File: src/rtl/tmr_pkg.sv
// Constants, options and register map of the two-channel down-counting
// timer and of the bus master that programs it.
// Assumes one clock for bus and counting, and a 16-bit register bus.
// Functional notes
// - Raw status shows unmasked interrupt per timer
// - Raw status upper bits zero, resets zero
// - Read-only release register equals build parameter
// - Rising toggle loads high-phase reload value
// - High-phase reload exists with extended mode only
// - Set guard bits demand matching bus protection
// - Guard writable unless hardcoded, resets to parameter
// - Guard register present only under listed options
// - Timers disabled at reset, software enables
// - Enabling loads the first reload value
// - All registers little-endian
// - Wide live count read coherently via snapshot
// - Without coherency, reader reads low-high-low
// - Software writes and reads low before high
// - Low halves shadowed, top half commits reload
// - Live count undefined with asynchronous counting clock
// - Fixed duty: disable, program, set bits, user mode
// - Enable last; output held high or low
// - Counter stopped while fixed duty active
// - Control bit3 PWM, bit4 fixed duty
// - Mode bit: 1 user-defined, 0 free-running

package tmr_pkg;

	////////////////////////////////////////////////////////////////////
	// Sizes
	localparam int NUM_TIMERS = 2; // Configured timers
	localparam int TW = 32; // Timer width
	localparam int DW = 16; // Register bus data width
	localparam int AW = 8; // Register bus address width
	localparam int CTRL_W = 5; // Implemented control bits
	localparam int GUARD_W = 3; // Access guard width

	////////////////////////////////////////////////////////////////////
	// Register offsets (byte addresses)
	localparam logic [AW-1:0] OFF_LOAD = 8'h00;
	localparam logic [AW-1:0] OFF_LIVE = 8'h04;
	localparam logic [AW-1:0] OFF_CTRL = 8'h08;
	localparam logic [AW-1:0] OFF_EOI = 8'h0c;
	localparam logic [AW-1:0] OFF_ISTAT = 8'h10;
	localparam logic [AW-1:0] TIMER_STRIDE = 8'h14;
	localparam logic [AW-1:0] OFF_ALL_ISTAT = 8'ha0;
	localparam logic [AW-1:0] OFF_ALL_EOI = 8'ha4;
	localparam logic [AW-1:0] OFF_RAW = 8'ha8;
	localparam logic [AW-1:0] OFF_REL = 8'hac;
	localparam logic [AW-1:0] OFF_LOAD2 = 8'hb0;
	localparam logic [AW-1:0] OFF_GUARD = 8'hd0;
	localparam logic [AW-1:0] REG_STRIDE = 8'h04;
	localparam logic [AW-1:0] HALF_STEP = 8'h02; // Upper half offset
	localparam int HALF_BIT = 1; // Address bit picking the half

	////////////////////////////////////////////////////////////////////
	// Control field positions
	localparam int CTRL_EN = 0;
	localparam int CTRL_MODE = 1;
	localparam int CTRL_MASK = 2;
	localparam int CTRL_PWM = 3;
	localparam int CTRL_FULL = 4;

	////////////////////////////////////////////////////////////////////
	// Build options
	localparam bit EXT_MODE = 1'b1; // Extended mode option
	localparam bit GUARD_HARDCODED = 1'b0;
	localparam bit ERR_RESP_OPTION = 1'b1;
	localparam int SLAVE_IF_TYPE = 2;
	localparam bit GUARD_PRESENT = (SLAVE_IF_TYPE > 1) && ERR_RESP_OPTION
		&& !GUARD_HARDCODED;
	localparam logic [GUARD_W-1:0] GUARD_RESET = 3'h0;
	// Release value, arbitrary
	localparam logic [31:0] RELEASE_PARAM = 32'h0001_0000;
	localparam logic [TW-1:0] FREE_RELOAD = 32'hffff_ffff;

endpackage : tmr_pkg

File: src/rtl/tmr_bus_if.sv
// Register bus joining the timer block and its bus master.
// Assumes both ends share clk; the testbench supplies it.
`timescale 1ns/1ps

interface tmr_bus_if (
	input wire logic clk
);
	logic psel; // Slave select
	logic penable; // Access phase
	logic pwrite; // Write when high
	logic [tmr_pkg::AW-1:0] paddr; // Byte address
	logic [tmr_pkg::DW-1:0] pwdata; // Write data
	logic [2:0] pprot; // Protection attributes
	logic [tmr_pkg::DW-1:0] prdata; // Read data
	logic pready; // Transfer done
	logic pslverr; // Guard refusal

	// Timer end
	modport device (
		input psel,
		input penable,
		input pwrite,
		input paddr,
		input pwdata,
		input pprot,
		output prdata,
		output pready,
		output pslverr
	);

	// Master end
	modport host (
		output psel,
		output penable,
		output pwrite,
		output paddr,
		output pwdata,
		output pprot,
		input prdata,
		input pready,
		input pslverr
	);
endinterface : tmr_bus_if

File: src/rtl/tmr_device.sv
// Two-channel down-counting timer with toggle / PWM outputs.
// Assumes counting clock equals clk and a 16-bit register bus.
`timescale 1ns/1ps

module tmr_device (
	input wire logic clk,
	input wire logic srst,
	tmr_bus_if.device bus,
	output logic [tmr_pkg::NUM_TIMERS-1:0] timer_toggle,
	output logic [tmr_pkg::NUM_TIMERS-1:0] timer_irq
);

	////////////////////////////////////////////////////////////////////
	// State
	typedef struct packed {
		logic [tmr_pkg::TW-1:0] load; // First reload value
		logic [tmr_pkg::TW-1:0] load2; // High-phase reload value
		logic [tmr_pkg::DW-1:0] sh_load; // Shadow low half
		logic [tmr_pkg::DW-1:0] sh_load2; // Shadow low half
		logic [tmr_pkg::DW-1:0] snap; // Upper half of live count
		logic [tmr_pkg::CTRL_W-1:0] ctrl; // Per-timer control
		logic [tmr_pkg::TW-1:0] count; // Live count
		logic tog; // Square-wave output
		logic raw; // Unmasked interrupt
		logic [tmr_pkg::GUARD_W-1:0] guard; // Access guard bits
		logic en_d; // Enable seen last cycle
	} timer_t;

	typedef struct packed {
		timer_t [tmr_pkg::NUM_TIMERS-1:0] tm;
		logic [tmr_pkg::DW-1:0] rdata; // Read data for access phase
		logic err; // Refusal for access phase
	} dev_state_t;

	dev_state_t st; // Registered state
	dev_state_t next_st; // Next state

	////////////////////////////////////////////////////////////////////
	// Decode helpers

	// Base address of a timer's register block
	function automatic logic [tmr_pkg::AW-1:0] tbase(input int t);
		tbase = 8'(t) * tmr_pkg::TIMER_STRIDE;
	endfunction : tbase

	// Address of a per-timer register in the upper table
	function automatic logic [tmr_pkg::AW-1:0] tslot(
		input logic [tmr_pkg::AW-1:0] off, input int t);
		tslot = off + 8'(t) * tmr_pkg::REG_STRIDE;
	endfunction : tslot

	// Masked status of one timer
	function automatic logic masked(input timer_t tm);
		masked = tm.raw & ~tm.ctrl[tmr_pkg::CTRL_MASK];
	endfunction : masked

	// Full word held at a word-aligned address; unmapped reads zero
	function automatic logic [31:0] word_value(input dev_state_t s,
		input logic [tmr_pkg::AW-1:0] wa);
		logic [31:0] v;
		v = 32'h0;
		for (int t = 0; t < tmr_pkg::NUM_TIMERS; t++) begin
			if (wa == tbase(t) + tmr_pkg::OFF_LOAD) begin
				v = s.tm[t].load;
			end
			if (wa == tbase(t) + tmr_pkg::OFF_LIVE) begin
				v = s.tm[t].count;
			end
			if (wa == tbase(t) + tmr_pkg::OFF_CTRL) begin
				v = {27'h0, s.tm[t].ctrl};
			end
			if (wa == tbase(t) + tmr_pkg::OFF_ISTAT) begin
				v = {31'h0, masked(s.tm[t])};
			end
			if (tmr_pkg::EXT_MODE && wa == tslot(tmr_pkg::OFF_LOAD2, t)) begin
				v = s.tm[t].load2;
			end
			if (tmr_pkg::GUARD_PRESENT
				&& wa == tslot(tmr_pkg::OFF_GUARD, t)) begin
				v = {29'h0, s.tm[t].guard};
			end
			if (wa == tmr_pkg::OFF_ALL_ISTAT) begin
				v[t] = masked(s.tm[t]);
			end
			if (wa == tmr_pkg::OFF_RAW) begin
				v[t] = s.tm[t].raw;
			end
		end
		if (wa == tmr_pkg::OFF_REL) begin
			v = tmr_pkg::RELEASE_PARAM;
		end
		word_value = v;
	endfunction : word_value

	// True when the address falls on a guarded register of timer t
	function automatic logic guarded(input logic [tmr_pkg::AW-1:0] wa,
		input int t);
		guarded = (wa >= tbase(t) && wa < tbase(t) + tmr_pkg::TIMER_STRIDE)
			|| wa == tslot(tmr_pkg::OFF_LOAD2, t);
	endfunction : guarded

	// Access allowed under the current guard settings
	function automatic logic access_ok(input dev_state_t s,
		input logic [tmr_pkg::AW-1:0] wa, input logic [2:0] prot);
		logic ok;
		ok = 1'b1;
		for (int t = 0; t < tmr_pkg::NUM_TIMERS; t++) begin
			if (guarded(wa, t) && s.tm[t].guard != 3'h0
				&& prot != s.tm[t].guard) begin
				ok = 1'b0;
			end
		end
		access_ok = ok;
	endfunction : access_ok

	////////////////////////////////////////////////////////////////////
	// Bus decode
	logic [tmr_pkg::AW-1:0] wa; // Word-aligned address
	logic upper; // Upper half selected
	logic ok; // Guard passes
	logic acc; // Access phase taking effect
	logic wr; // Accepted write
	logic rd; // Accepted read

	assign wa = {bus.paddr[tmr_pkg::AW-1:2], 2'b00};
	assign upper = bus.paddr[tmr_pkg::HALF_BIT];
	assign ok = access_ok(st, wa, bus.pprot);
	assign acc = bus.psel & bus.penable & ok;
	assign wr = acc & bus.pwrite;
	assign rd = acc & ~bus.pwrite;

	////////////////////////////////////////////////////////////////////
	// Next-state logic
	always_comb begin
		logic [31:0] word;
		word = word_value(st, wa);
		next_st = st;

		// Setup phase: prepare read data and refusal for access phase
		if (bus.psel && !bus.penable) begin
			next_st.rdata = upper ? word[31:16] : word[15:0];
			next_st.err = ~ok;
			for (int t = 0; t < tmr_pkg::NUM_TIMERS; t++) begin
				if (wa == tbase(t) + tmr_pkg::OFF_LIVE && upper) begin
					next_st.rdata = st.tm[t].snap;
				end
				// Freeze upper half with the low half
				// Counting clock is clk, so never undefined
				if (wa == tbase(t) + tmr_pkg::OFF_LIVE && !upper
					&& !bus.pwrite && ok) begin
					next_st.tm[t].snap = st.tm[t].count[31:16];
				end
			end
			// Refused reads return zero, no register leaks
			if (!ok) begin
				next_st.rdata = '0;
			end
		end

		for (int t = 0; t < tmr_pkg::NUM_TIMERS; t++) begin
			// Bus effects first, so that a counter event below wins
			// End-of-interrupt reads clear
			if (rd && (wa == tbase(t) + tmr_pkg::OFF_EOI
				|| wa == tmr_pkg::OFF_ALL_EOI)) begin
				next_st.tm[t].raw = 1'b0;
			end
			if (wr && wa == tbase(t) + tmr_pkg::OFF_LOAD) begin
				if (upper) begin
					next_st.tm[t].load = {bus.pwdata, st.tm[t].sh_load};
				end else begin
					next_st.tm[t].sh_load = bus.pwdata;
				end
			end
			if (tmr_pkg::EXT_MODE && wr
				&& wa == tslot(tmr_pkg::OFF_LOAD2, t)) begin
				if (upper) begin
					next_st.tm[t].load2 = {bus.pwdata, st.tm[t].sh_load2};
				end else begin
					next_st.tm[t].sh_load2 = bus.pwdata;
				end
			end
			if (wr && !upper && wa == tbase(t) + tmr_pkg::OFF_CTRL) begin
				next_st.tm[t].ctrl = bus.pwdata[tmr_pkg::CTRL_W-1:0];
				if (!tmr_pkg::EXT_MODE) begin
					next_st.tm[t].ctrl[tmr_pkg::CTRL_PWM] = 1'b0;
				end
			end
			if (tmr_pkg::GUARD_PRESENT && wr && !upper
				&& wa == tslot(tmr_pkg::OFF_GUARD, t)) begin
				next_st.tm[t].guard = bus.pwdata[tmr_pkg::GUARD_W-1:0];
			end

			// Counter
			next_st.tm[t].en_d = st.tm[t].ctrl[tmr_pkg::CTRL_EN];
			if (!st.tm[t].ctrl[tmr_pkg::CTRL_EN]) begin
				// Disabled: hold, output low
				next_st.tm[t].tog = 1'b0;
			end else if (!st.tm[t].en_d) begin
				next_st.tm[t].count = st.tm[t].load;
				next_st.tm[t].tog = 1'b0;
			end else if (st.tm[t].ctrl[tmr_pkg::CTRL_FULL]
				&& st.tm[t].ctrl[tmr_pkg::CTRL_PWM]) begin
				next_st.tm[t].tog = (st.tm[t].load2 != 32'h0);
			end else if (st.tm[t].count == 32'h0) begin
				// Expiry: flag, flip output, reload
				next_st.tm[t].raw = 1'b1;
				next_st.tm[t].tog = ~st.tm[t].tog;
				if (!st.tm[t].ctrl[tmr_pkg::CTRL_MODE]) begin
					next_st.tm[t].count = tmr_pkg::FREE_RELOAD;
				end else if (!st.tm[t].tog
					&& st.tm[t].ctrl[tmr_pkg::CTRL_PWM]) begin
					next_st.tm[t].count = st.tm[t].load2;
				end else begin
					next_st.tm[t].count = st.tm[t].load;
				end
			end else begin
				next_st.tm[t].count = st.tm[t].count - 32'h1;
			end
		end
	end

	////////////////////////////////////////////////////////////////////
	// State register
	always_ff @(posedge clk) begin
		if (srst) begin
			st <= '0;
			for (int t = 0; t < tmr_pkg::NUM_TIMERS; t++) begin
				st.tm[t].guard <= tmr_pkg::GUARD_RESET;
			end
		end else begin
			st <= next_st;
		end
	end

	////////////////////////////////////////////////////////////////////
	// Outputs
	assign bus.pready = bus.psel & bus.penable;
	assign bus.prdata = st.rdata;
	// Refusal visible only during the access phase
	assign bus.pslverr = bus.psel & bus.penable & st.err;

	// Per-timer outputs
	generate
		for (genvar g = 0; g < tmr_pkg::NUM_TIMERS; g++) begin : g_out
			assign timer_toggle[g] = st.tm[g].tog;
			assign timer_irq[g] = masked(st.tm[g]);
		end
	endgenerate

endmodule : tmr_device

File: src/flat_wrapper.sv
// flat-port wrapper written by rule: the top's interface ports become plain ports
module tmr_device_flat 
  (clk, srst, timer_toggle, timer_irq, bus_psel, bus_penable, bus_pwrite, bus_paddr, bus_pwdata, bus_pprot, bus_prdata, bus_pready, bus_pslverr);
  tmr_bus_if bus_i (.clk(clk));
  input wire logic clk;
  input wire logic srst;
  output logic [tmr_pkg::NUM_TIMERS-1:0] timer_toggle;
  output logic [tmr_pkg::NUM_TIMERS-1:0] timer_irq;
  input wire logic [$bits(bus_i.psel)-1:0] bus_psel;
  input wire logic [$bits(bus_i.penable)-1:0] bus_penable;
  input wire logic [$bits(bus_i.pwrite)-1:0] bus_pwrite;
  input wire logic [$bits(bus_i.paddr)-1:0] bus_paddr;
  input wire logic [$bits(bus_i.pwdata)-1:0] bus_pwdata;
  input wire logic [$bits(bus_i.pprot)-1:0] bus_pprot;
  output wire logic [$bits(bus_i.prdata)-1:0] bus_prdata;
  output wire logic [$bits(bus_i.pready)-1:0] bus_pready;
  output wire logic [$bits(bus_i.pslverr)-1:0] bus_pslverr;
  assign bus_i.psel = bus_psel;
  assign bus_i.penable = bus_penable;
  assign bus_i.pwrite = bus_pwrite;
  assign bus_i.paddr = bus_paddr;
  assign bus_i.pwdata = bus_pwdata;
  assign bus_i.pprot = bus_pprot;
  assign bus_prdata = bus_i.prdata;
  assign bus_pready = bus_i.pready;
  assign bus_pslverr = bus_i.pslverr;
  tmr_device u_core (.clk(clk), .srst(srst), .bus(bus_i), .timer_toggle(timer_toggle), .timer_irq(timer_irq));
endmodule
File: config.mk
export PLATFORM = sky130hd
export DESIGN_NAME = tmr_device_flat
export DESIGN_NICKNAME = d
export VERILOG_FILES = /design/src/rtl/tmr_pkg.sv /design/src/rtl/tmr_bus_if.sv /design/src/rtl/tmr_device.sv /design/src/flat_wrapper.sv
export SDC_FILE = /design/constraint.sdc
export NUM_CORES = 1
export LEC_CHECK = 0
export ABC_AREA = 0
export ABC_CLOCK_PERIOD_IN_PS = 3500
export BUFFER_PORTS_ARGS = -buffer_cell sky130_fd_sc_hd__buf_2
export CORE_MARGIN = 1.5
export CORE_UTILIZATION = 50
export CTS_CLUSTER_SIZE = 14
export DETAILED_ROUTE_END_ITERATION = 10
export HOLD_SLACK_MARGIN = 0.02
export PLACE_DENSITY = 0.7
export SLEW_MARGIN = 20
export SYNTH_ARGS = -nofsm -noshare
export SYNTH_HDL_FRONTEND = slang
export SYNTH_SLANG_ARGS = --single-unit
File: constraint.sdc
create_clock -name clk -period 3.5 [get_ports clk]
set_clock_uncertainty 0.15 [all_clocks]
set_input_delay 1.05 -clock clk [delete_from_list [all_inputs] [get_ports clk]]
set_output_delay 1.05 -clock clk [all_outputs]
set_load 0.02 [all_outputs]
==> Word-level counts from Yosys, hierarchy flattened <==
Index checks and enable logic that the tools add are counted.
{ "word_totals": {"regBits": 327, "latchBits": 0, "ramBits": 0, "rom_bits": 0, "input_bits": 32, "out_inout_bits": 22, "wordCells": 176, "memories": 0} }
{ "classes": {"addsub": 2, "multipliers": 0, "n_div": 0, "n_lt_le_gt_ge": 4, "eq_ne": 21, "shift": 0, "mux": 45, "n_bitwise": 18, "n_reduce_logical": 62} }
{ "ops": {"columns": ["op", "n"], "rows": [
  ["two-way mux 32 bit", 21],
  ["two-way mux 33 bit", 2],
  ["zero test 32 bit", 2],
  ["two-way mux 16 bit", 4],
  ["nonzero test 32 bit", 2],
  ["subtractor 32 x 1 -> 32 bit (second input constant)", 2],
  ["== test 6 bit (second input constant)", 8],
  ["logical AND 1 bit", 30],
  ["== test 6 x 3 -> 1 bit (second input constant)", 4],
  ["AND reduction 2 bit", 12],
  ["two-way mux 1 bit", 16],
  ["== test 6 x 2 -> 1 bit (second input constant)", 2],
  ["== test 6 x 4 -> 1 bit (second input constant)", 2],
  ["inverter 1 bit", 11],
  [">= comparator 8 x 1 -> 1 bit (second input constant)", 1],
  [">= comparator 8 x 5 -> 1 bit (second input constant)", 1],
  ["zero test 8 bit", 1],
  ["less-than comparator 8 x 5 -> 1 bit (second input constant)", 1],
  ["less-than comparator 8 x 6 -> 1 bit (second input constant)", 1],
  ["bitwise AND 1 bit", 7],
  ["== test 6 x 1 -> 1 bit (second input constant)", 1],
  ["inequality test 3 bit", 2],
  ["nonzero test 3 bit", 2],
  ["OR reduction 3 bit", 2],
  ["5 further kinds", 15]
]} }

==> Logic depth before layout (Yosys ltp) <==
{ "logic_depth": {"word_depth": 22, "depth_mapped": 10, "mapped_depth_nobuf": 8} }

==> Worst setup path before layout <==
Ideal clock, no wire load.
{ "synth_path": {"path_kind": "in2reg", "startpoint": "input port bus_paddr[7]", "endpoint": "register u_core.st, in the netlist u_core.bus.prdata[4]", "setup_ns": 0.087, "arrival_time_ns": 3.065, "required_time_ns": 3.263, "path_slack_ns": 0.198, "path_stages": 9, "n_path_buf": 3, "path_cell_list": "buf_2 -> or4b_2 -> buf_2 -> nor2_1 -> buf_2 -> a222oi_1 -> a311oi_1 -> a211oi_1 -> o31ai_1"} }
{ "synth_via": {"elab_chain_cells": 18, "elab_cells_between_ends": 46, "cone_classes": "order compare: 4; eq/ne: 12; mux: 19; reduce/logical: 11"} }
{ "synth_rtl": {"columns": ["item", "line", "rtl"], "rows": [
  ["start, declared", "flat_wrapper.sv:12", "input wire logic [$bits(bus_i.paddr)-1:0] bus_paddr;"],
  ["zero test 8 bit", "tmr_device.sv:63", "if (wa == tbase(t) + tmr_pkg::OFF_LOAD) begin"],
  ["two-way mux 32 bit", "tmr_device.sv:63", null],
  ["two-way mux 32 bit", "tmr_device.sv:66", "if (wa == tbase(t) + tmr_pkg::OFF_LIVE) begin"],
  ["two-way mux 32 bit", "tmr_device.sv:69", "if (wa == tbase(t) + tmr_pkg::OFF_CTRL) begin"],
  ["two-way mux 32 bit", "tmr_device.sv:72", "if (wa == tbase(t) + tmr_pkg::OFF_ISTAT) begin"],
  ["two-way mux 32 bit", "tmr_device.sv:75", "if (tmr_pkg::EXT_MODE && wa == tslot(tmr_pkg::OFF_LOAD2, t)) begin"],
  ["two-way mux 32 bit", "tmr_device.sv:78", "if (tmr_pkg::GUARD_PRESENT"],
  ["two-way mux 32 bit", "tmr_device.sv:63", null],
  ["two-way mux 32 bit", "tmr_device.sv:66", null],
  ["two-way mux 32 bit", "tmr_device.sv:69", null],
  ["two-way mux 32 bit", "tmr_device.sv:72", null],
  ["two-way mux 32 bit", "tmr_device.sv:75", null],
  ["two-way mux 32 bit", "tmr_device.sv:78", null],
  ["two-way mux 32 bit", "tmr_device.sv:89", "if (wa == tmr_pkg::OFF_REL) begin"],
  ["two-way mux 16 bit", "tmr_device.sv:141", "next_st.rdata = upper ? word[31:16] : word[15:0];"],
  ["two-way mux 16 bit (2 in series)", "tmr_device.sv:144", "if (wa == tbase(t) + tmr_pkg::OFF_LIVE && upper) begin"],
  ["two-way mux 16 bit (*)", "tmr_device.sv:155", "if (!ok) begin"],
  ["end signal, assigned", "tmr_device.sv:231", "st <= next_st;"],
  ["end, declared", "tmr_device.sv:35", "dev_state_t st;"]
]} }
Every way passes the cells marked *; elsewhere a longest branch is shown, timed or not.
A chain may end at the register's enable or synchronous reset.

==> Worst setup path after layout <==
{ "layout_path": {"startpoint": "input port bus_paddr[4]", "endpoint": "register u_core.st, in the netlist u_core.bus.prdata[11]"} }
The elaborated chain is that of the path after synthesis.

==> results <==
- The main flop type after synthesis is dfxtp_1.
- The latest clock arrival within the worst-skew pair is between 500 and 600 ps.
- The all-layer global routing usage is between 30% and 40%.
- The min-delay analysis places its worst path in the category register to register.
- The worst hold path was traced through 2 stages.
- The worst-case vdd ir drop is 384 uV.
- The ratio of total power to cell area is approximately 410 nW/um^2.
- Entering global routing, the biggest net connects 105 pins.
- After the flow finishes, the layout carries non-filler instances totaling roughly 2800.
- In this design, the stage delay of the slowest critical-path cell is roughly 840 ps.
- The fraction of layout instances using a drive strength above 1 is between 10% and 20%.
- After layout, the worst setup slack is around 160 ps.
- The global placement routability congestion is approximately 1.
- The worst setup path is captured at a register.
- The critical path launch point type is a primary input.
- The global route total overflow is 0.
- The estimated wirelength of the detail-placed design is roughly 50000 um.
- The mean instance size in the synthesized netlist is 7.61 um^2.
- The horizontal die dimension is about 190 um.
- between 50 and 60 I/O pins were placed.
- The CTS buffer count is 37.
- The post-route antenna net violation count is 0.
- The root cell of the clock tree is clkbuf_16.
- In the synthesized netlist, the number of instances is around 2300.
- The total of buffers placed on input and output ports is 52.
- The number of antenna violations at the first check in global routing is 0.
- The max-slew headroom at the worst pin is between 20% and 30%.
- The total of flip-flops plus latches after synthesis is about 330.
- The number of optimization iterations in the first detailed-route pass is 7.
- After synthesis, flip-flops and latches occupy a little under two fifths of the total area.
- The number of buffers and inverters on the critical path is 4.
- The largest driver fanout on the critical path is 18.
- The count of flip-flops with a built-in enable after synthesis is 0.
- The hold violation total from the final report is 0.
- The worst slack at placement is -306 ps.
- The final-layout fill cell count is 3239.
- For this design, the CTS-stage hold fixing added 0 buffers.
- The number of slew-limit violations in the final report is 0.
- Dividing the detail-routed via count by the number of cells gives between 6 and 7.
- The area of the die is ~36000 um^2.
- The final period demand of the worst path is 3340 ps.
- The type of the setup path with the least slack is primary input to register.
- Once the floorplan was initialized, standard cells occupied 50.7% of the core.
- The async set or reset register ratio after synthesis is 0%.
- The total vias in the final route is between 15000 and 20000.
- The H-tree generated during clock tree synthesis spans 2 levels.
- The count of buffers added by post-CTS timing repair for setup is 0.
- TritonCTS built the clock tree.
- The number of nets produced by synthesis is approximately 2300.
- The critical path data required time is about 3800 ps.
- Compared with the post-synthesis result, the final layout area differs by 15.1%.
- Among all stages on the critical path, the largest delay is contributed by a2111oi_0.
- The leakage power is about 0.0077 uW.
- Data arrives at the worst endpoint at 3610 ps.
- The violation count after the first detailed-route iteration is 2398.
- The library cell used most frequently in the layout, excluding fill and tap cells, is nand2_1.
- The first-pass GRT wire length is between 100000 and 150000 um.
- The via count of the first global-routing pass is 16970.
- Setup repair after global routing left no endpoint under its margin.
- The path length in cells of the critical path is 10.
- Setup violations remaining at the end of the flow were counted as 0.
- After clock tree synthesis, the repair step resized 0 gates.
- For this run, design rule violations remaining after detail routing come to 0.
- The layout net count is 2357.
- At the pin with the least slew margin, the transition time is roughly 1200 ps.
- The critical path goes through buf_2, buf_4, and4b_1, and2_1, buf_4, a2111oi_0, buf_4, a31oi_1, a21o_1, a32o_1.
- The placed cell count is approximately 2700.
- The yosys synthesis warning count is 0.
- The cell class contributing the biggest share of worst-path delay is compound AO/OA/AOI/OAI gates.
- The cell seen most often among critical-path stages is buf_4.
- Cells fill 58.3% of the core in the end.
- The worst path uses a little over nine tenths of the clock period.
- The depth of the most critical reg-to-reg path is 7.
- The routed wirelength normalized by instance count is around 25 um.
- Static timing analysis puts the maximum clock frequency at roughly 300 MHz.
- The overall power consumption is just over 8000 uW.
- The initialized floorplan defines between 60 and 70 standard-cell rows.
- The netlist area before placement is around 17000 um^2.
- The floorplan step set the die height to roughly 190 um.
- The worst-case clock buffer depth is 3.
- The flow ran to the end, and the final reports show no timing, DRC or antenna violations.
- The total detailed-routing wirelength is between 70000 and 80000 um.
- The number of maximum-capacitance constraint violations is 0.
- Clock-pin slew was measured on the worst setup and hold paths at around 60 ps.
- In the layout the commonest cells are nand2_1, dfxtp_1, a21oi_1.
- The number of library cell types mapped by synthesis is between 70 and 80.
- The core region is roughly 34000 um^2.
- The number of sinks driven by the clock tree is between 300 and 400.
==> worst min-delay path, stage by stage (launching register included) <==
cell,delay [ps]
dfxtp_1,320
nand2_1,50
o41ai_1,50
==> final timing paths <==
kind	start	endpoint	slack (ps)
worst max-delay path	bus_paddr[4]	u_core.bus.prdata[11]	160
worst min-delay path	u_core.bus.prdata[15]	u_core.bus.prdata[15]	290
worst max register to register	u_core.st[184]	u_core.st[178]	460
worst min register to register	u_core.bus.prdata[15]	u_core.bus.prdata[15]	290
==> synth_stat cells, types with 5 or more instances <==
cell type,instances,area [um^2]
a2111oi_0,14,123
a211oi_1,16,120
a21o_1,11,82.6
a21oi_1,240,1200
a221oi_1,20,175
a22oi_1,30,225
a311oi_1,5,43.8
a31oi_1,39,244
and2_1,14,87.6
and3_1,27,169
buf_1,9,33.8
buf_2,29,145
buf_4,21,158
clkbuf_1,162,608
dfxtp_1,327,6550
inv_1,22,82.6
mux2i_1,138,1380
nand2_1,446,1670
nand2b_1,10,62.6
nand3_1,50,250
nand4_1,29,181
nor2_1,195,732
nor2b_1,11,68.8
nor3_1,71,355
nor4_1,39,244
nor4b_1,5,43.8
o211a_1,6,60.1
o211ai_1,35,263
o21ai_0,69,345
o221ai_1,5,43.8
o22ai_1,12,75.1
o2bb2ai_1,13,114
o32ai_1,5,43.8
o41ai_1,10,87.6
or2_2,7,43.8
or3_1,17,106
or4_1,8,60.1
xnor2_1,21,184
xor2_1,26,228
==> metrics by stage <==
stage / setup TNS [ps] / hold WS [ps] / instance area, um^2
after detailed placement: -731 / 280 / 18800
after floorplan: 0 / 271 / 17500
after global placement: -314 / 276 / 18800
final: 0 / 294 / 20100
after CTS: 0 / 298 / 20100
after global routing: 0 / 319 / 20100
==> cells by family after synthesis <==
logic type | Yosys count | share of synthesized area (%)
AO/OA/AOI/OAI | 578 | 21.1
XOR/XNOR | 47 | 2.36
adder cells (fa/ha/maj) | 4 | 0.287
buffers and inverters | 244 | 5.95
flip-flops | 327 | 37.5
multiplexers | 139 | 7.98
AND/OR/NAND/NOR | 956 | 24.9
==> registers in the layout (all words and copies together) (netlist names) <==
name                 cells
u_core.bus.prdata       16
u_core.next_st           2
u_core.st              307
u_core.timer_toggle      2
==> final cells by class <==
type                    count  area, um^2  share of cell area, %
flip-flops and latches    327        6550                   32.6
clock inverters            15         173                  0.859
inverters                  22        82.6                  0.411
well taps                 455         569                   2.83
diodes                      1        2.50                 0.0124
clock buffers              52        1110                   5.55
multi-input cells        1724        9890                   49.2
repair buffers            209        1720                   8.57
==> where the power goes <==
group / switching, uW / total, uW / internal [uW]
clock: 1660 / 4120 / 2460
sequential: 6.33 / 3740 / 3730
combinational: 315 / 451 / 136
total: 1980 / 8300 / 6320
==> layer usage <==
metal	part of all wire (%)	up-vias	routed length (um)	track usage, %
met5	0	-	0	0
met4	5.4	0	3780	18.3
met3	12	223	8110	7.60
met2	42	1172	29800	57.1
met1	41	8794	28700	53.7
li1	-	8221	-	-
No activity file was read; power rests on OpenSTA's default activity.
